## src/ss_adc_pkg.sv

```systemverilog
/*
 package for the single-slope converter timer: register offsets, field positions,
 reset values and timing constants.
 assumes a 10 MHz pclk and an apb master with 32-bit data.
*/
package ss_adc_pkg;
   // ==================================================
   // register byte offsets
   localparam logic [7:0] OFF_MODE = 8'h00;
   localparam logic [7:0] OFF_SYNC_WIDTH = 8'h04;
   localparam logic [7:0] OFF_TRIM = 8'h08;
   localparam logic [7:0] OFF_PERIOD = 8'h0c;
   localparam logic [7:0] OFF_CAP0 = 8'h10;
   localparam logic [7:0] OFF_CAP1 = 8'h14;
   localparam logic [7:0] OFF_CAP2 = 8'h18;
   localparam logic [7:0] OFF_CAP3 = 8'h1c;
   localparam logic [7:0] OFF_STATUS = 8'h20;
   // ==================================================
   // mode control word fields
   localparam int MODE_AUX_LOW_BIT = 0;
   localparam int MODE_AUX_HIGH_BIT = 1;
   localparam int MODE_DOUBLE_BIT = 2;
   localparam int MODE_RATE_BIT = 7;
   // ==================================================
   // widths and reset values
   localparam int CNT_W = 12;
   localparam int TRIM_W = 3;
   localparam int SYNC_W = 8;
   localparam int PERIOD_W = 16;
   localparam int CHANNELS = 4;
   localparam logic [9:0] MODE_RST = 10'h000;
   localparam logic [2:0] TRIM_RST = 3'h0;
   localparam logic [7:0] SYNC_WIDTH_RST = 8'h0a;
   localparam logic [15:0] PERIOD_RST = 16'h0fa0;
   localparam logic [11:0] CNT_MAX = 12'hfff;
   // ==================================================
   // timing
   localparam int CLK_NS = 100;
   localparam int SYNC_MAX_NS = 12500;
   localparam int SYNC_MAX_CYC = SYNC_MAX_NS / CLK_NS;
   localparam int FIFO_DEPTH = 8;
endpackage

```

## src/result_fifo.sv

```systemverilog
/*
 small flip-flop fifo for capture results.
 assumes one clock, a clock enable and asynchronous active-low reset.
*/
`timescale 1ns/1ps
module result_fifo #(
   parameter int WIDTH = 14,
   parameter int DEPTH = 8
)(
   input wire logic pclk,
   input wire logic presetn,
   input wire logic ce,
   input wire logic in_valid,
   output logic in_ready,
   input wire logic [WIDTH-1:0] in_data,
   output logic out_valid,
   input wire logic out_ready,
   output logic [WIDTH-1:0] out_data
);
   localparam int AW = $clog2(DEPTH);
   logic [WIDTH-1:0] mem_ff [DEPTH];
   logic [AW-1:0] wr_ff;
   logic [AW-1:0] rd_ff;
   logic [AW:0] cnt_ff;
   wire push = in_valid && in_ready;
   wire pop = out_valid && out_ready;
   assign in_ready = (cnt_ff != (AW+1)'(DEPTH));
   assign out_valid = (cnt_ff != '0);
   assign out_data = mem_ff[rd_ff];

   always_ff @(posedge pclk or negedge presetn)
   begin
      if (!presetn)
      begin
         wr_ff <= '0;
         rd_ff <= '0;
         cnt_ff <= '0;
      end
      else if (ce)
      begin
         if (push)
            wr_ff <= (wr_ff == AW'(DEPTH-1)) ? '0 : wr_ff + 1'b1;
         if (pop)
            rd_ff <= (rd_ff == AW'(DEPTH-1)) ? '0 : rd_ff + 1'b1;
         cnt_ff <= cnt_ff + (AW+1)'(push) - (AW+1)'(pop);
      end
   end

   always_ff @(posedge pclk)
   begin
      if (ce && push)
         mem_ff[wr_ff] <= in_data;
   end
endmodule // result_fifo

```

## src/single_slope_adc_timer.sv

```systemverilog
/*
 single-slope converter timer: sync pulse, shared 12-bit counter, four captures,
 auxiliary select, ramp current trim, apb register slave and a result fifo.
 assumes comparators, ramp and current source outside; comparator levels are async.
*/
// Decided for this implementation: the register offsets and the APB register port.
// Functional notes
// - four channels, three direct, one muxed
// - mode bits 1:0 pick aux input
// - shared 12-bit counter times each crossing
// - sync discharges ramp, clears counter, end starts
// - sync width from programmed register value
// - rate bit 7 picks half or full
// - each capture loads counter on trip
// - counter saturates at 4095
// - double update halves the conversion interval
// - untripped channel reports 0xfff
// - 3-bit trim, reset zero, read/write
`timescale 1ns/1ps
module single_slope_adc_timer
   import ss_adc_pkg::*;
(
   input wire logic pclk,
   input wire logic presetn,
   input wire logic ce,
   input wire logic psel,
   input wire logic penable,
   input wire logic pwrite,
   input wire logic [7:0] paddr,
   input wire logic [31:0] pwdata,
   output logic [31:0] prdata,
   output logic pready,
   output logic pslverr,
   input wire logic [ss_adc_pkg::CHANNELS-1:0] comparator_trip,
   output logic cycle_sync_pulse,
   output logic aux_select_low,
   output logic aux_select_high,
   output logic [ss_adc_pkg::TRIM_W-1:0] ramp_current_trim,
   output logic res_valid,
   input wire logic res_ready,
   output logic [13:0] res_data,
   output logic res_overflow
);
   import ss_adc_pkg::*;

   typedef enum logic [1:0] {st_sync, st_count, st_done} phase_type;

   // ==================================================
   // registers
   logic [9:0] mode_control_word_ff;
   logic [SYNC_W-1:0] sync_width_count_ff;
   logic [TRIM_W-1:0] trim_ff;
   logic [PERIOD_W-1:0] period_ff;
   logic [CNT_W-1:0] cap_ff [CHANNELS];
   logic [CNT_W-1:0] live_ff [CHANNELS];
   logic [CHANNELS-1:0] got_ff;
   logic [CHANNELS-1:0] meta_ff;
   logic [CHANNELS-1:0] trip_ff;
   logic [CNT_W-1:0] cnt_ff;
   logic [PERIOD_W-1:0] tick_ff;
   logic [SYNC_W-1:0] sync_cnt_ff;
   logic half_ff;
   logic overflow_ff;
   logic [1:0] drain_ff;
   phase_type phase_ff;
   phase_type nxt_phase;

   // ==================================================
   // decode
   function automatic logic hit(input logic [7:0] a, input logic [7:0] off);
      hit = (a == off);
   endfunction

   wire wr_en = psel && penable && pwrite;
   wire rd_sel = psel && !pwrite;
   wire is_mode = hit(paddr, OFF_MODE);
   wire is_sync = hit(paddr, OFF_SYNC_WIDTH);
   wire is_trim = hit(paddr, OFF_TRIM);
   wire is_per = hit(paddr, OFF_PERIOD);
   wire is_cap = (paddr[7:4] == OFF_CAP0[7:4]) && (paddr[1:0] == 2'b00);
   wire is_stat = hit(paddr, OFF_STATUS);
   wire mapped = is_mode | is_sync | is_trim | is_per | is_cap | is_stat;
   wire [1:0] cap_idx = paddr[3:2];
   wire rate_full = mode_control_word_ff[MODE_RATE_BIT];
   wire double_upd = mode_control_word_ff[MODE_DOUBLE_BIT];
   // half rate counts only every other pclk
   wire tick_en = rate_full || half_ff;
   wire [PERIOD_W-1:0] interval = double_upd ? {1'b0, period_ff[PERIOD_W-1:1]} : period_ff;
   // the done cycle is part of the interval, so the phase ends one tick early
   wire period_end = (tick_ff >= interval - 16'd2);
   wire sync_end = (sync_cnt_ff >= sync_width_count_ff);
   wire at_max = (cnt_ff == CNT_MAX);
   wire [CHANNELS-1:0] new_trip = trip_ff & ~got_ff;

   assign pready = 1'b1;
   assign pslverr = psel && penable && !mapped;
   assign cycle_sync_pulse = (phase_ff == st_sync);
   assign aux_select_low = mode_control_word_ff[MODE_AUX_LOW_BIT];
   assign aux_select_high = mode_control_word_ff[MODE_AUX_HIGH_BIT];
   assign ramp_current_trim = trim_ff;
   assign res_overflow = overflow_ff;

   // ==================================================
   // phase sequencing
   always_comb
   begin
      nxt_phase = phase_ff;
      case (phase_ff)
         st_sync: if (sync_end) nxt_phase = st_count;
         st_count: if (period_end) nxt_phase = st_done;
         st_done: nxt_phase = st_sync;
         default: nxt_phase = st_sync;
      endcase
   end

   // ==================================================
   // software registers
   always_ff @(posedge pclk or negedge presetn)
   begin
      if (!presetn)
      begin
         mode_control_word_ff <= MODE_RST;
         sync_width_count_ff <= SYNC_WIDTH_RST;
         trim_ff <= TRIM_RST;
         period_ff <= PERIOD_RST;
      end
      else if (ce && wr_en)
      begin
         if (is_mode)
            mode_control_word_ff <= pwdata[9:0];
         if (is_sync)
            sync_width_count_ff <= pwdata[SYNC_W-1:0];
         if (is_trim)
            trim_ff <= pwdata[TRIM_W-1:0];
         if (is_per)
            period_ff <= pwdata[PERIOD_W-1:0];
      end
   end

   // ==================================================
   // read data, registered on the setup cycle
   always_ff @(posedge pclk or negedge presetn)
   begin
      if (!presetn)
         prdata <= '0;
      else if (ce && rd_sel && !penable)
      begin
         prdata <= '0;
         if (is_mode) prdata <= {22'h0, mode_control_word_ff};
         if (is_sync) prdata <= {24'h0, sync_width_count_ff};
         if (is_trim) prdata <= {29'h0, trim_ff};
         if (is_per) prdata <= {16'h0, period_ff};
         if (is_cap) prdata <= {20'h0, cap_ff[cap_idx]};
         if (is_stat) prdata <= {27'h0, overflow_ff, got_ff};
      end
   end

   // ==================================================
   // comparator synchronisers
   always_ff @(posedge pclk or negedge presetn)
   begin
      if (!presetn)
      begin
         meta_ff <= '0;
         trip_ff <= '0;
      end
      else if (ce)
      begin
         meta_ff <= comparator_trip;
         trip_ff <= meta_ff;
      end
   end

   // ==================================================
   // timer and captures
   always_ff @(posedge pclk or negedge presetn)
   begin
      if (!presetn)
      begin
         phase_ff <= st_sync;
         cnt_ff <= '0;
         tick_ff <= '0;
         sync_cnt_ff <= '0;
         half_ff <= 1'b0;
         got_ff <= '0;
      end
      else if (ce)
      begin
         phase_ff <= nxt_phase;
         half_ff <= !half_ff;
         tick_ff <= (phase_ff == st_done) ? '0 : tick_ff + 1'b1;
         if (phase_ff == st_sync)
         begin
            sync_cnt_ff <= sync_cnt_ff + 1'b1;
            cnt_ff <= '0;
            got_ff <= '0;
            half_ff <= 1'b0;
         end
         else
         begin
            sync_cnt_ff <= '0;
            if (phase_ff == st_count && tick_en && !at_max)
               cnt_ff <= cnt_ff + 1'b1;
            if (phase_ff == st_count)
               got_ff <= got_ff | trip_ff;
         end
      end
   end

   // live values per channel, published to software at cycle end
   genvar g;
   generate
      for (g = 0; g < CHANNELS; g++)
      begin : chan
         always_ff @(posedge pclk or negedge presetn)
         begin
            if (!presetn)
            begin
               live_ff[g] <= CNT_MAX;
               cap_ff[g] <= '0;
            end
            else if (ce)
            begin
               if (phase_ff == st_sync)
                  live_ff[g] <= CNT_MAX;
               else if (phase_ff == st_count && new_trip[g])
                  live_ff[g] <= cnt_ff;
               if (phase_ff == st_done)
                  cap_ff[g] <= live_ff[g];
            end
         end
      end
   endgenerate

   // ==================================================
   // result stream: four words per cycle, channel tag in the top bits
   wire fifo_in_ready;
   wire push = (drain_ff != 2'b00) || (phase_ff == st_done);
   wire [1:0] push_idx = (phase_ff == st_done) ? 2'd0 : drain_ff;
   wire [13:0] push_word = {push_idx, (phase_ff == st_done) ? live_ff[0] : cap_ff[push_idx]};

   always_ff @(posedge pclk or negedge presetn)
   begin
      if (!presetn)
      begin
         drain_ff <= 2'b00;
         overflow_ff <= 1'b0;
      end
      else if (ce)
      begin
         if (phase_ff == st_done)
            drain_ff <= 2'd1;
         else if (drain_ff != 2'b00)
            drain_ff <= drain_ff + 1'b1;
         // a full fifo drops the word; sticky flag, cleared by writing status
         if (push && !fifo_in_ready)
            overflow_ff <= 1'b1;
         else if (wr_en && is_stat)
            overflow_ff <= 1'b0;
      end
   end

   result_fifo #(.WIDTH(14), .DEPTH(FIFO_DEPTH)) fifo_i (
      .pclk(pclk),
      .presetn(presetn),
      .ce(ce),
      .in_valid(push),
      .in_ready(fifo_in_ready),
      .in_data(push_word),
      .out_valid(res_valid),
      .out_ready(res_ready),
      .out_data(res_data)
   );
endmodule // single_slope_adc_timer

```

## config.mk

```make
export PLATFORM = sky130hd
export DESIGN_NAME = single_slope_adc_timer
export DESIGN_NICKNAME = d
export VERILOG_FILES = /design/src/ss_adc_pkg.sv /design/src/result_fifo.sv /design/src/single_slope_adc_timer.sv
export SDC_FILE = /design/constraint.sdc
export NUM_CORES = 1
export LEC_CHECK = 0
export BUFFER_PORTS_ARGS = -buffer_cell sky130_fd_sc_hd__buf_2
export CAP_MARGIN = 20
export CORE_MARGIN = 2
export CORE_UTILIZATION = 39
export CTS_CLUSTER_SIZE = 16
export DETAILED_ROUTE_END_ITERATION = 8
export GPL_ROUTABILITY_DRIVEN = 0
export GPL_TIMING_DRIVEN = 0
export MAX_ROUTING_LAYER = met4
export PLACE_DENSITY = 0.59
export SYNTH_ARGS = -nofsm -noshare
export SYNTH_HDL_FRONTEND = slang
export SYNTH_SLANG_ARGS = --single-unit
```

## constraint.sdc

```tcl
create_clock -name pclk -period 4.3 [get_ports pclk]
set_input_delay 0.43 -clock pclk [delete_from_list [all_inputs] [get_ports pclk]]
set_output_delay 0.43 -clock pclk [all_outputs]
set_load 0.05 [all_outputs]
```

* After elaboration in Yosys (flattened, before gate mapping) *
Memory sizes are Yosys's and may differ from the RTL's.
Index checks and enable logic that the tools add are counted.

storage, ports and cells
  flip-flop bits (word level) = 229
  bits in writable memories = 112
  input bits = 51
  output and inout bits = 56
  logic and storage cells = 160
  memories = 1

cells by class
  add/sub/neg operators = 9
  magnitude comparators = 4
  equal/unequal tests = 13
  muxes and demuxes = 41
  bitwise gates (word level) = 10
  reductions and logical operators = 56

memory list
  name           words  width  read ports  clocked after Yosys merged registers in  write ports  RTL line           source
  fifo_i.mem_ff  8      14     1           0                                        1            result_fifo.sv:21  logic [WIDTH-1:0] mem_ff [DEPTH];

operators with widths
  kind                                                count
  two-way mux 12 bit                                  15
  two-way mux 32 bit                                  5
  binary-select mux 12 bit (select 2 bit)             2
  two-way mux 16 bit                                  2
  AND reduction 2 bit                                 15
  logical AND 1 bit                                   19
  nonzero test 2 bit                                  9
  adder 16 x 1 -> 16 bit, second input constant       1
  == test 8 x 4 -> 1 bit, second input constant       2
  greater-or-equal comparator 16 bit                  1
  subtractor 16 x 2 -> 16 bit, second input constant  1
  adder 12 x 1 -> 12 bit, second input constant       1
  == test 12 bit, second input constant               1
  two-way mux 10 bit                                  1
  two-way mux 2 bit                                   5
  adder 8 x 1 -> 8 bit, second input constant         1
  == test 8 x 3 -> 1 bit, second input constant       1
  == test 8 x 6 -> 1 bit, second input constant       1
  greater-or-equal comparator 8 bit                   1
  zero test 8 bit                                     1
  two-way mux 4 bit                                   2
  two-way mux 8 bit                                   1
  adder 3 x 1 -> 3 bit, second input constant         2
  == test 3 bit, second input constant                2
  23 further kinds                                    41

* Depth between registers and ports, before layout *
Gate-level depths: netlist of run 1.

  depth after elaboration = 8
  mapped depth = 16
  depth with buffers taken out = 14

* Modules after synthesis *
From an unflattened synthesis of run 1, not the netlist that was laid out.

second synthesis, totals
  cell total of the unflattened synthesis = 1173
  area, all modules = 15478.6 sq um

by module, submodules not included
  module                  times used  cells an instance  area each (sq um)  sequential area each (sq um)
  single_slope_adc_timer  1           942                10482.6            5149.9
  result_fifo             1           231                4996.0             3613.5

* Worst setup path before layout of run 1 *
No wires, ideal clock.

  kind = reg2reg
  start = register mode_control_word_ff[2]
  end = register phase_ff[0]
  library setup time = 126 ps
  arrival = 3762 ps
  data required time = 4174 ps
  path slack = 412 ps
  cell stages (with the launch flop) = 16
  buffers on the path = 3
  clock period less this slack = 3888 ps
  path through = dfrtp_1 clkbuf_1 buf_2 buf_1 mux2i_1 ha_1 nor3b_1 nand3b_1 or2_2 nor4_1 mux2_2 ha_1 nand4_1 a211oi_1 a211oi_1 a221o_1

between the ends
  word-level cells in the longest chain between the ends = 5

ends and longest elaborated chain
  what                                    RTL line                       source
  start: declaration                      single_slope_adc_timer.sv:50   logic [9:0] mode_control_word_ff;
  start signal: assignment                single_slope_adc_timer.sv:130  mode_control_word_ff <= pwdata[9:0];
  two-way mux 16 bit                      single_slope_adc_timer.sv:88   wire [PERIOD_W-1:0] interval = double_upd ? {1'b0, period_ff[PERIOD_W-1:1]} : period_ff;
  subtractor 16 x 2 -> 16 bit             single_slope_adc_timer.sv:90   wire period_end = (tick_ff >= interval - 16'd2);
  greater-or-equal comparator 16 bit      single_slope_adc_timer.sv:90
  inequality test 2 bit (no source line)  -
  AND reduction 3 bit (no source line)    -
  end signal: assignment                  single_slope_adc_timer.sv:180  phase_ff <= st_sync;
  end signal: assignment                  single_slope_adc_timer.sv:189  phase_ff <= nxt_phase;
  end: declaration                        single_slope_adc_timer.sv:65   phase_type phase_ff;

No other way between the ends.
A chain may end at the register's enable or synchronous reset.

* Worst setup path after layout of run 1 *
Same ends and word-level chain as after synthesis.

==> results of run 1 <==
-- metrics by stage --
step,cell area [um^2],hold slack [ps]
floorplan,15350,134.4
global placement,16360,465.1
detailed placement,16490,471.7
CTS,17800,122.1
global route,17830,136.0
finish,17830,132.2
-- synthesized netlist by cell type, drive strengths merged (3+ instances only) --
cell type / instances / area [um^2]
dfrtp: 157 / 3929
mux2: 115 / 1295
edfxtp: 112 / 3363
nand2: 66 / 247.7
nor2: 66 / 255.2
dfstp: 56 / 1471
clkbuf: 52 / 196.4
o22a: 48 / 420.4
mux4: 43 / 968.4
o21ai: 40 / 200.2
ha: 39 / 488.0
buf: 36 / 206.5
a21oi: 31 / 155.2
nand3: 24 / 125.1
mux2i: 23 / 230.2
xor2: 22 / 192.7
inv: 21 / 78.83
nor3: 17 / 85.08
nand2b: 16 / 100.1
o211ai: 14 / 105.1
o21a: 14 / 105.1
o221ai: 12 / 105.1
a22o: 8 / 70.07
and3: 8 / 50.05
nand4: 8 / 50.05
nor4: 8 / 50.05
or3: 8 / 60.06
xnor2: 8 / 70.07
a221oi: 7 / 61.31
a22oi: 6 / 45.04
o31ai: 6 / 45.04
a211oi: 5 / 37.54
a21o: 5 / 37.54
nor3b: 5 / 37.54
o2bb2ai: 5 / 43.79
or2: 5 / 31.28
a31oi: 4 / 25.02
nand3b: 4 / 30.03
or4: 4 / 30.03
nor2b: 3 / 18.77
-- metal layers --
layer | GRT usage [%] | wire, um
met5 | - | 0
met4 | 5.830 | 1111
met3 | 2.822 | 1480
met2 | 29.21 | 16980
met1 | 25.19 | 16760
-- power by group --
part	total, W	internal (W)	switching [W]
Sequential	0.00501	0.00445	0.000557
Clock	0.00333	0.00205	0.00127
Combinational	0.00380	0.00152	0.00228
-- layout make-up --
type | instances | area (um^2)
fillers | 3441 | 20820
flip-flops and latches | 325 | 8763
multi-input cells | 731 | 6150
clock buffers | 46 | 978.4
well taps | 518 | 648.1
repair buffers | 81 | 483.0
plain buffers | 86 | 397.9
clock inverters | 20 | 322.8
inverters | 21 | 78.83
diodes | 2 | 5.005
-- placed cells by master, fill, tap and decap left out, drive strengths merged, types with 5 or more instances in the layout --
cell type,count
dfrtp,157
mux2,115
buf,115
edfxtp,112
clkbuf,97
nand2,66
nor2,66
dfstp,56
o22a,48
mux4,43
o21ai,40
ha,39
a21oi,31
nand3,24
mux2i,23
xor2,22
inv,22
conb,17
nor3,17
nand2b,16
o211ai,14
o21a,14
o221ai,12
clkinv,12
xnor2,8
a22o,8
and3,8
nand4,8
nor4,8
or3,8
a221oi,7
bufinv,7
a22oi,6
o31ai,6
a21o,5
or2,5
o2bb2ai,5
nor3b,5
a211oi,5
-- worst paths after layout --
kind	cells after the start	start	to	slack, ps
max reg2reg	13	mode_control_word_ff[2]	phase_ff[0]	350
min	2	comparator_trip[0]	meta_ff[0]	130
min reg2reg	2	prdata[8]	prdata[8]	480
min in group asynchronous	2	presetn	fifo_i.cnt_ff[0]	550
max in group asynchronous	3	presetn	tick_ff[1]	2690
max	13	mode_control_word_ff[2]	phase_ff[0]	350
-- registers in the layout, indices dropped and copies added (netlist names) --
name	count
fifo_i.mem_ff	112
cap_ff	48
live_ff	48
period_ff	16
prdata	16
tick_ff	16
cnt_ff	12
mode_control_word_ff	10
sync_cnt_ff	8
sync_width_count_ff	8
fifo_i.cnt_ff	4
got_ff	4
meta_ff	4
trip_ff	4
fifo_i.rd_ff	3
fifo_i.wr_ff	3
ramp_current_trim	3
drain_ff	2
phase_ff	2
half_ff	1
res_overflow	1
-- cell families (layout without fill, tap and decap cells) --
logic type                 after synthesis  count (layout)  share of synthesized area [%]
AOI/OAI and AO/OA                      215             215                          10.15
buffers and inverters                  109             254                          3.150
adders and majority gates               40              40                          3.321
muxes                                  181             181                          16.30
DFF                                    325             325                          57.30
other                                    2              19                        0.04910
xor gates and xnor gates                30              30                          1.718
and+or+nand+nor                        248             248                          8.009
-- timing repair --
| action | CTS | global route |
|---|---|---|
| endpoints found under the hold margin | 9 | 0 |
| hold buffers | 1 | 0 |
| gates resized for setup | 1 | 3 |
| endpoints found under the setup margin | 2 | 2 |
==> results.txt, run 1 <==
* Starting utilization of the core area: 39.58%
* Proportion of synthesized flip-flops having asynchronous set or reset: 65.54%
- WP buf/inv: 1
- Clock Skew: 33.97 ps
- Count of endpoints failing setup in the final report: 0
- After detailed routing, the number of vias per cell comes to 5.402.
- Setup repair after global routing left no endpoint under its margin.
* Cell area after synthesis: 15290 um^2
- The run finished with clean final reports.
- Average wire per cell in the routed design: 19.85 um
- Total Die Area: 40820 um^2
- Delay of the slowest critical-path stage: 500 ps
* Number of standard-cell rows in the floorplan: 72
- Post-Layout Cell Count: 1830
* Cell count after placement: 1762
- Remaining DRCs: 0
* Gate count of the mapped netlist: 1150
* Synth Warn #: 0
- # H-tree levels: 2
- Total power after layout: 0.01214 W
* Leftover overflow at the end of global routing: 0
* Flop and latch count out of synthesis: 325
- Along the worst path, the maximum fanout reaches 19.
* PwrDens: 681.0 nW/um^2
- Type of origin of the critical path: flip-flop
- Crit Path Class: flip-flop to flip-flop
* Worst path cell trace: buf_4 > mux2i_1 > ha_1 > nor3b_2 > nand3b_1 > or2_2 > nor4_1 > mux2_2 > ha_1 > nand4_1 > a211oi_1 > a211oi_2 > a221o_1
- Antenna-violating nets left: 0
* Die outline height: 202.0 um
- Entering global routing, the biggest net connects 111 pins.
* Fraction of layout cells with a size suffix above 1: 30.23%
- The final number of max-transition violations is 0.
* First DRT Iteration DRCs: 683
- DRT Wirelength: 36330 um
- Setup slack after placement: -396.8 ps
- TritonCTS built the clock tree.
- Class of the most critical hold timing path: input pin to flip-flop
- For this run, the leading register cell type out of synthesis is dfrtp_1.
- Port buffer count: 72
* Number of primary I/O pins: 107
* Global-route wire length before repair: 57710 um
- Yosys mapped a number of flops with a built-in enable equal to 112.
- For this run, the share of the core covered by cells in the final layout is 46.13%.
* Setup WS post-layout: 354.7 ps
- Measured against its own limit, the worst slew margin works out to 37.93%.
* Sequential cell area fraction in the yosys report: 57.30%
- Across all layers, the routed design uses 9885 vias.
* Leak pwr: 7.123 nW
- Dividing the synthesized area by the synthesized cell count gives 13.30 um^2.
- Slowest cell on the critical path: dfrtp_1
- Length of the first detailed-routing pass in iterations: 5
- Number of buffers inserted to repair setup after CTS: 0
- Critical path data required time: 4710 ps
- CP endpoint kind: flip-flop
- Across every metal layer, demand over resource in global routing totals 18.68%.
- Count of final hold-check violations: 0
* Period minus WS final: 3945 ps
- Worst endpoint data arrival time: 4350 ps
* Clock Tree Buf Depth: 3
* Delay-heaviest family, CP: simple AND/OR/NAND/NOR gates
- The synthesized netlist contains 63 unique library cells.
* Clock tree root buffer cell: clkbuf_16
- Actual slew at the worst max-slew pin: 931.0 ps
* Total clock buffers created by CTS: 36
- Vias in the first global route: 9945
- VDD IR-drop max: 0.2898 mV
* Area added between synthesis and finish: 16.56%
* Final-layout setup total negative slack: 0 ps
- Core outline area: 38650 um^2
- Timing would allow up to 253.5 MHz.
* Most used cell, CP: ha_1
- For this run, the post-layout net count is 1373.
* Clock latency on the worst-skew pair: 540 ps
- Reported max-cap violation count: 0
- Measured along the x axis, the die boundary spans 202.0 um.
* Half-perimeter wire length after placement: 26540 um
- The number of antenna violations at the first check in global routing is 2.
- Clock transition at path regs: 60 ps
* Number of clock sinks seen by CTS: 325
- Post-route fraction of the period consumed by the critical path: 91.75%
Power figures use the tool's default switching activity.
==> run 2, diff against run 1 <==
--- a/config.mk
+++ b/config.mk
@@ -15,6 +15,7 @@
 export GPL_TIMING_DRIVEN = 0
 export MAX_ROUTING_LAYER = met4
 export PLACE_DENSITY = 0.59
+export REMOVE_ABC_BUFFERS = 1
 export SYNTH_ARGS = -nofsm -noshare
 export SYNTH_HDL_FRONTEND = slang
 export SYNTH_SLANG_ARGS = --single-unit
==> run 2 against run 1 <==
  * Clock power about the same
  * Worst setup slack better by 12 ps
  * Sequential cell count is the same
  * Critical path depth unchanged
  * Cell count fell by 4.1%
  * Fmax up 0.31%
  * Via count fell by 3.1%
  * Global-route usage fell by 0.23 points
  * Utilization shrank 0.49 points
  * Count of clock-buffer cells in the layout rose by 1
  * Routed wire length down 0.34%
  * First-iteration DRC count fell by 12%
  * Largest cell class unchanged
==> results.txt, run 2 (synthesized netlist as in run 1, its figures left out) <==
* GRT busiest layer: met2
- Clock tree from TritonCTS: done
- Combinational share of power: 30.0% (-1.3 points)
- Worst endpoint data arrival time: 4330 ps (-20 ps)
- The largest net degree at the start of global routing came to 120 (+8.1%).
* Leftover overflow at the end of global routing: 0 (unchanged)
- The number of iterations in the first detailed-routing pass came to 7 (+2).
- Critical R2R Launch: mode_control_word_ff[2]
- Antenna-violating nets left: 0 (unchanged)
- The number of sinks on the clock net was 325 (unchanged).
- The worst setup path is launched from a flip-flop.
- Clock latency on the worst-skew pair: 520 ps (-20 ps)
- Clock Tree Buf Depth: 3 (unchanged)
- The number of placed I/O pins came to 107 (unchanged).
- Max Clk Rate: 254.2 MHz (+0.31%)
- The worst hold path terminates at period_ff[12].
- Total clock buffers created by CTS: 37 (+2.8%)
- Clock power share: 27.5% (about the same)
- Most frequent cells in the layout: dfrtp_1, mux2_2, edfxtp_1
- VDD IR-drop max: 0.2987 mV (+3.1%)
- Antenna violations before repair: 0 (-2)
* Average wire per cell in the routed design: 20.63 um (+3.9%)
- The clock input transition at the sequential cells of the worst setup and hold paths is 60 ps (about the same).
- DR vias: 9577 (-3.1%)
- Setup slack of the worst register-to-register path: 370 ps (about the same)
- The detailed placer's ending HPWL is 24540 um (-7.5%).
- The post-route clock period utilization came to 91.47% (-0.28 points).
- The met2 usage is 28.04% (-1.2 points).
- Critical path peak fanout: 19 (unchanged)
- Count of endpoints failing setup in the final report: 0 (unchanged)
- Sequential share of power: 42.5% (+1.2 points)
- Reported max-cap violation count: 0 (unchanged)
- Port buffer count: 73 (+1.4%)
- Class of the most critical hold timing path: input pin to flip-flop
* Met1 layer usage reported by global route: 26.34% (+1.1 points)
- The number of inserted diodes is 0 (-2).
- The detailed router's first-iteration violation count is 603 (-12%).
- Fillcell total: 3462 (+0.61%)
- The data required time of the critical path was 4690 ps (-20 ps).
* Beginning of the worst hold path: pwdata[12]
- The count of endpoints failing hold in the final timing report was 0 (unchanged).
- The register cell area after layout is 8770 um^2 (about the same).
* Number of standard-cell rows in the floorplan: 72 (unchanged)
* Sw Share: 33.53% (-0.36 points)
* Post-Layout Cell Count: 1755 (-4.1%)
- Die Width: 202.0 um (unchanged)
- Setup repair after global routing left no endpoint under its margin.
- Starting utilization of the core area: 39.58% (unchanged)
* Total Die Area: 40820 um^2 (unchanged)
- The final number of max-transition violations came to 0 (unchanged).
- Crit Path Class: flip-flop to flip-flop
- Setup slack after placement: -444.4 ps (-47.57 ps)
- The overall routing resource usage is 18.45% (-0.23 points).
* Commonest non-fill, non-tap cell in the layout: dfrtp_1
- Die outline height: 202.0 um (unchanged)
- The area of combinational cells with multiple inputs was 6170 um^2 (+0.33%).
- Run status: completed
- Area added between synthesis and finish: 15.32%
- Clock Skew: 11.81 ps (-22.16 ps)
- Remaining DRCs: 0 (unchanged)
- The headroom to the max-slew limit was 31.87% (-6.1 points).
- The mean number of vias per cell is 5.457 (+1.0%).
- The worst setup margin came to 366.8 ps (+12.12 ps).
- Register with the most flip-flops: fifo_i.mem_ff
- The net total in the final layout was 1300 (-5.3%).
- Clock tree root buffer cell: clkbuf_16
- CP endpoint kind: flip-flop
- The wire length reported by the detailed router came to 36200 um (-0.34%).
* Final-layout setup total negative slack: 0 ps (unchanged)
- Period minus WS final: 3933 ps (-12.13 ps)
- The worst hold path cell count is 2 (unchanged).
- Global-route wire length before repair: 57370 um (-0.59%)
* Flip-flop count of the largest register, all copies and words added: 112 (unchanged)
- Internal cell power: 0.008094 W (+0.86%)
- Cell count after placement: 1686 (-4.3%)
- Fraction of layout cells with a size suffix above 1: 31.45% (+1.2 points)
* # H-tree levels: 2 (unchanged)
- Actual slew at the worst max-slew pin: 1022 ps (+90.95 ps)
- The power density over the cells was 690.5 nW/um^2 (+1.4%).
* Vias in the first global route: 9824 (-1.2%)
- The worst register-to-register path ends at phase_ff[0].
- Registers with the most flip-flops: fifo_i.mem_ff x112, cap_ff x48, live_ff x48
- The number of cell instances on the worst register-to-register path came to 13 (unchanged).
* Global-route track usage on met3: 2.225% (-0.60 points)
- Switching power of the nets: 0.004084 W (-0.74%)
- The core area came to 38650 um^2 (unchanged).
* Leak pwr: 7.010 nW (-1.6%)
==> run 2: cell types whose count changed in the layout (fill, tap and decap cells not counted), moves of 4 or more <==
cell	before	now
buf_1	12	0
clkbuf_1	56	5
buf_4	20	5
buf_2	76	72
clkinv_2	7	2
==> run 2: repair_timing <==
item	in CTS	in global routing
pin swaps	0	0
hold endpoints to repair	42	0
gates resized for setup	2	3
hold buffers	1	0
setup buffers	0	1
setup endpoints to repair	2	12
==> run 2: critical path: stages, from the launching register on <==
cell,delay [ps]
dfrtp_4,570
nor2b_1,120
a21oi_1,200
ha_1,230
nor3b_1,330
nand3b_1,250
or2_2,370
nor4_1,210
mux2_2,370
ha_1,290
nand4_1,120
a211oi_1,270
a211oi_2,180
a221o_1,290
==> run 2: power by group through the flow <==
stage / clock network (W) / logic, W / registers, W
after floorplan: 0 / 0.00251 / 0.00506
after global placement: 0 / 0.00338 / 0.00525
after detailed placement: 0 / 0.00368 / 0.00521
after CTS: 0.00342 / 0.00370 / 0.00517
after global routing: 0.00354 / 0.00397 / 0.00529
final: 0.00335 / 0.00365 / 0.00517
==> run 2: stage by stage <==
step | util [%] | hold slack [ps] | instance area (um^2) | power, W
after floorplan | - | 134.4 | 14950 | 0.007575
after global placement | 41.30 | 485.4 | 15960 | 0.008628
after detailed placement | 42.18 | 492.5 | 16300 | 0.008897
after CTS | 45.57 | 127.1 | 17610 | 0.01229
after global routing | 45.64 | 140.9 | 17640 | 0.01280
final | 45.64 | 142.9 | 17640 | 0.01218
==> run 2: worst max path at each step <==
stage,depth (start not counted),slack [ps],end,from
detailed placement,13,-440,phase_ff[1],mode_control_word_ff[2]
global placement,3,-2110,cap_ff[20],phase_ff[0]
finish,13,370,phase_ff[0],mode_control_word_ff[2]
CTS,13,90,phase_ff[0],mode_control_word_ff[2]
floorplan,3,280,cap_ff[0],phase_ff[0]
global route,13,6,phase_ff[0],mode_control_word_ff[2]
==> run 2: area by class of cell <==
| class | instances | share of cell area, % |
|---|---|---|
| sequential | 325 | 49.72 |
| tap | 518 | 3.675 |
| clock inverter | 20 | 1.610 |
| multi-input combinational | 731 | 34.98 |
| timing repair buffer | 93 | 3.824 |
| inverter | 21 | 0.4469 |
| clock buffer | 47 | 5.746 |
==> run 2: layer usage <==
metal | routed length (um) | vias up | share of wire, %
li1 | - | 4421 | -
met1 | 17430 | 4900 | 48
met2 | 16570 | 209 | 46
met3 | 1413 | 47 | 3.9
met4 | 793 | 0 | 2.2
met5 | 0 | - | 0
==> run 3, diff against run 2 <==
--- a/config.mk
+++ b/config.mk
@@ -5,16 +5,17 @@
 export SDC_FILE = /design/constraint.sdc
 export NUM_CORES = 1
 export LEC_CHECK = 0
-export BUFFER_PORTS_ARGS = -buffer_cell sky130_fd_sc_hd__buf_2
 export CAP_MARGIN = 20
+export CORE_ASPECT_RATIO = 2
 export CORE_MARGIN = 2
 export CORE_UTILIZATION = 39
 export CTS_CLUSTER_SIZE = 16
 export DETAILED_ROUTE_END_ITERATION = 8
+export DONT_BUFFER_PORTS = 1
 export GPL_ROUTABILITY_DRIVEN = 0
 export GPL_TIMING_DRIVEN = 0
 export MAX_ROUTING_LAYER = met4
-export PLACE_DENSITY = 0.59
+export PLACE_DENSITY = 0.56
 export REMOVE_ABC_BUFFERS = 1
 export SYNTH_ARGS = -nofsm -noshare
 export SYNTH_HDL_FRONTEND = slang
==> run 3 against run 2 <==
  * The flow now finishes with violations (hold timing)
  * Count of clock-buffer cells in the layout shrank 6
  * Fmax increased by 1.3%
  * Sequential power grew 2%
  * Worst hold slack lost 600 ps
  * Worst setup slack better by 49 ps
  * Cell area down 2.5%
  * Critical path depth stayed put
  * Utilization shrank 1.2 points
  * Sequential cell count is the same
  * Highest routed layer unchanged
==> results.txt, run 3 (synthesized netlist as in run 1, its figures left out) <==
- The flow ran to the end, but the final reports show violations.
- Violated checks: hold timing
- The total number of vias was 9407 (-1.8%).
* Number of nets in the layout: 1238 (-4.8%)
- CP endpoint kind: flip-flop
* Die outline height: 284.1 um (+41%)
* Die Width: 144.0 um (-29%)
- Setup repair after global routing left no endpoint under its margin.
- Hold-fix buffers at CTS: 21 (+20)
- The total power is 0.01148 W (-5.7%).
* Leftover overflow at the end of global routing: 0 (unchanged)
- The combined buffer and inverter count along the critical path was 0 (unchanged).
* Port buffer count: 0 (-100%)
- Reported max-cap violation count: 0 (unchanged)
- The mean number of vias per cell is 5.566 (+2.0%).
* Period minus WS final: 3884 ps (-48.88 ps)
- Walking the worst path, the cells encountered are nor2b_1 > a21oi_1 > ha_1 > nor3b_2 > nand3b_1 > or2_2 > nor4_1 > mux2_2 > ha_1 > nand4_1 > a211oi_1 > a211oi_2 > a221o_1.
* Total clock buffers created by CTS: 29 (-22%)
* Clock Skew: 22.65 ps (+10.84 ps)
- Leak pwr: 6.636 nW (-5.3%)
- The worst stage delay on the critical path was 570 ps (about the same).
- Critical path peak fanout: 19 (unchanged)
* Area added between synthesis and finish: 12.47%
- The flip-flop count of the largest register after layout came to 112 (unchanged).
- Final-report max-slew violation count: 0 (unchanged)
- The number of antenna violations at the first check in global routing came to 0 (unchanged).
- The number of global-route vias before repair is 9730 (-0.96%).
* Fin Hold WS: -460.8 ps (-603.7 ps)
- The power density over the cells was 667.4 nW/um^2 (-3.3%).
- The peak ir drop on the vdd network was 0.3005 mV (+0.62%).
- Core outline area: 38670 um^2 (about the same)
* Commonest non-fill, non-tap cell in the layout: dfrtp_1
* Setup slack of the worst register-to-register path: 420 ps (+50 ps)
- DRT Wirelength: 37690 um (+4.1%)
- Number of standard-cell rows in the floorplan: 102 (+42%)
- Maximum number of pins on one net before global-route repair: 214 (+78%)
- Number of primary I/O pins: 107 (unchanged)
- Type of origin of the critical path: flip-flop
* Clock Tree Buf Depth: 3 (unchanged)
* Crit Path Class: flip-flop to flip-flop
- The transition time at the pin with the least slew margin is 1034 ps (+11.84 ps).
* Half-perimeter wire length after placement: 25270 um (+3.0%)
* Length of the first detailed-routing pass in iterations: 5 (-2)
* Most frequent cells in the layout: dfrtp_1, mux2_2, edfxtp_1
- The tightest min-delay check is of the input pin to async pin type.
- TritonCTS built the clock tree.
- Register with the most flip-flops: fifo_i.mem_ff
* Worst endpoint data arrival time: 4340 ps (about the same)
* Aggregate global-route resource usage: 19.11% (+0.66 points)
* Relative slew slack: 31.08% (-0.79 points)
* Count of endpoints failing setup in the final report: 0 (unchanged)
* Number of clock sinks seen by CTS: 325 (unchanged)
- # H-tree levels: 1 (-1)
- Number of diodes: 0 (unchanged)
- Clock transition at path regs: 70 ps (about the same)
- Registers with the most flip-flops: fifo_i.mem_ff x112, cap_ff x48, live_ff x48
* Count of final hold-check violations: 209 (+209)
- Broken down by cell family, the worst path's largest delay share belongs to simple AND/OR/NAND/NOR gates.
- Clock tree root buffer cell: clkbuf_16
- The share of the core filled with cells in the final layout was 44.48% (-1.2 points).
* Max Clk Rate: 257.4 MHz (+1.3%)
- The final antenna-violating net count was 0 (unchanged).
* Starting utilization of the core area: 39.55% (about the same)
- Fraction of layout cells with a size suffix above 1: 26.75% (-4.7 points)
- Most used cell, CP: ha_1
- The average detailed-routed wire length per instance came to 22.30 um (+8.1%).
- The post-route clock period utilization was 90.33% (-1.1 points).
- Slowest cell on the critical path: dfrtp_4
* First DRT Iteration DRCs: 621 (+3.0%)
* Global-route wire length before repair: 57770 um (+0.68%)
- The data required time of the critical path came to 4760 ps (+70 ps).
- The die area was 40910 um^2 (+0.23%).
- Clock latency on the worst-skew pair: 590 ps (+70 ps)
- Remaining DRCs: 0 (unchanged)
==> run 3: cell count changes in the layout (fill, tap and decap cells not counted), moves of 4 or more <==
cell           before  now
dlygate4sd3_1       1   21
clkbuf_16          37   32
buf_16              4    0
clkinv_1            6    1
buf_2              72    0
==> run 3: final timing paths <==
kind / from / to / depth (start not counted)
min in group pclk: ce / trip_ff[0] / 1
worst max register to register: mode_control_word_ff[2] / phase_ff[0] / 13
max in group asynchronous: presetn / mode_control_word_ff[2] / 0
worst max-delay path: mode_control_word_ff[2] / phase_ff[0] / 13
worst min-delay path: presetn / cap_ff[43] / 0
worst min register to register: meta_ff[0] / trip_ff[0] / 1
==> run 3: routing by layer <==
layer / GRT usage, % / part of all wire (%)
met1: 21.56 / 39
met2: 34.19 / 54
met3: 2.510 / 4.1
met4: 6.814 / 3.6
met5: - / 0
==> run 3: worst register-to-register path, delay by kind of cell, from the launching register on <==
kind	cells	cell delay, ps
multiplexers	1	380
AND/OR/NAND/NOR	6	1290
flip-flops	1	570
AO/OA/AOI/OAI	4	990
adder cells (fa/ha/maj)	2	540
==> run 3: timing repair <==
action / in CTS / in global routing
setup buffers: 0 / 1
endpoints found under the setup margin: 2 / 26
endpoints found under the hold margin: 263 / 213
resized for setup: 2 / 3
==> run 3: metrics by stage <==
step	setup TNS [ps]	area (um^2)	hold WS [ps]	setup slack, ps	std cells
5_1_grt	0	17200	-489.2	68.92	1690
2_1_floorplan	0	14950	134.4	284.8	1077
3_3_place_gp	-226820	15600	145.1	-2271	1597
3_5_place_dp	-875.0	15900	141.9	-440.8	1614
6_report	0	17200	-460.8	415.7	1690
4_1_cts	0	17180	-492.1	79.80	1689
==> run 3: power by group <==
part           switching, W  leakage, nW  total, W  internal [W]
Sequential         0.000817         3.60   0.00526       0.00444
Clock               0.00122        0.510   0.00288       0.00166
Combinational       0.00191         2.53   0.00334       0.00143
==> run 3: cell type report <==
class / count / area, um^2
Fill cell: 3482 / 21470
Sequential cell: 325 / 8771
Multi-Input combinational cell: 731 / 6185
Clock buffer: 41 / 864.6
Tap cell: 520 / 650.6
Timing Repair Buffer: 39 / 450.4
Clock inverter: 13 / 201.4
Inverter: 21 / 78.83
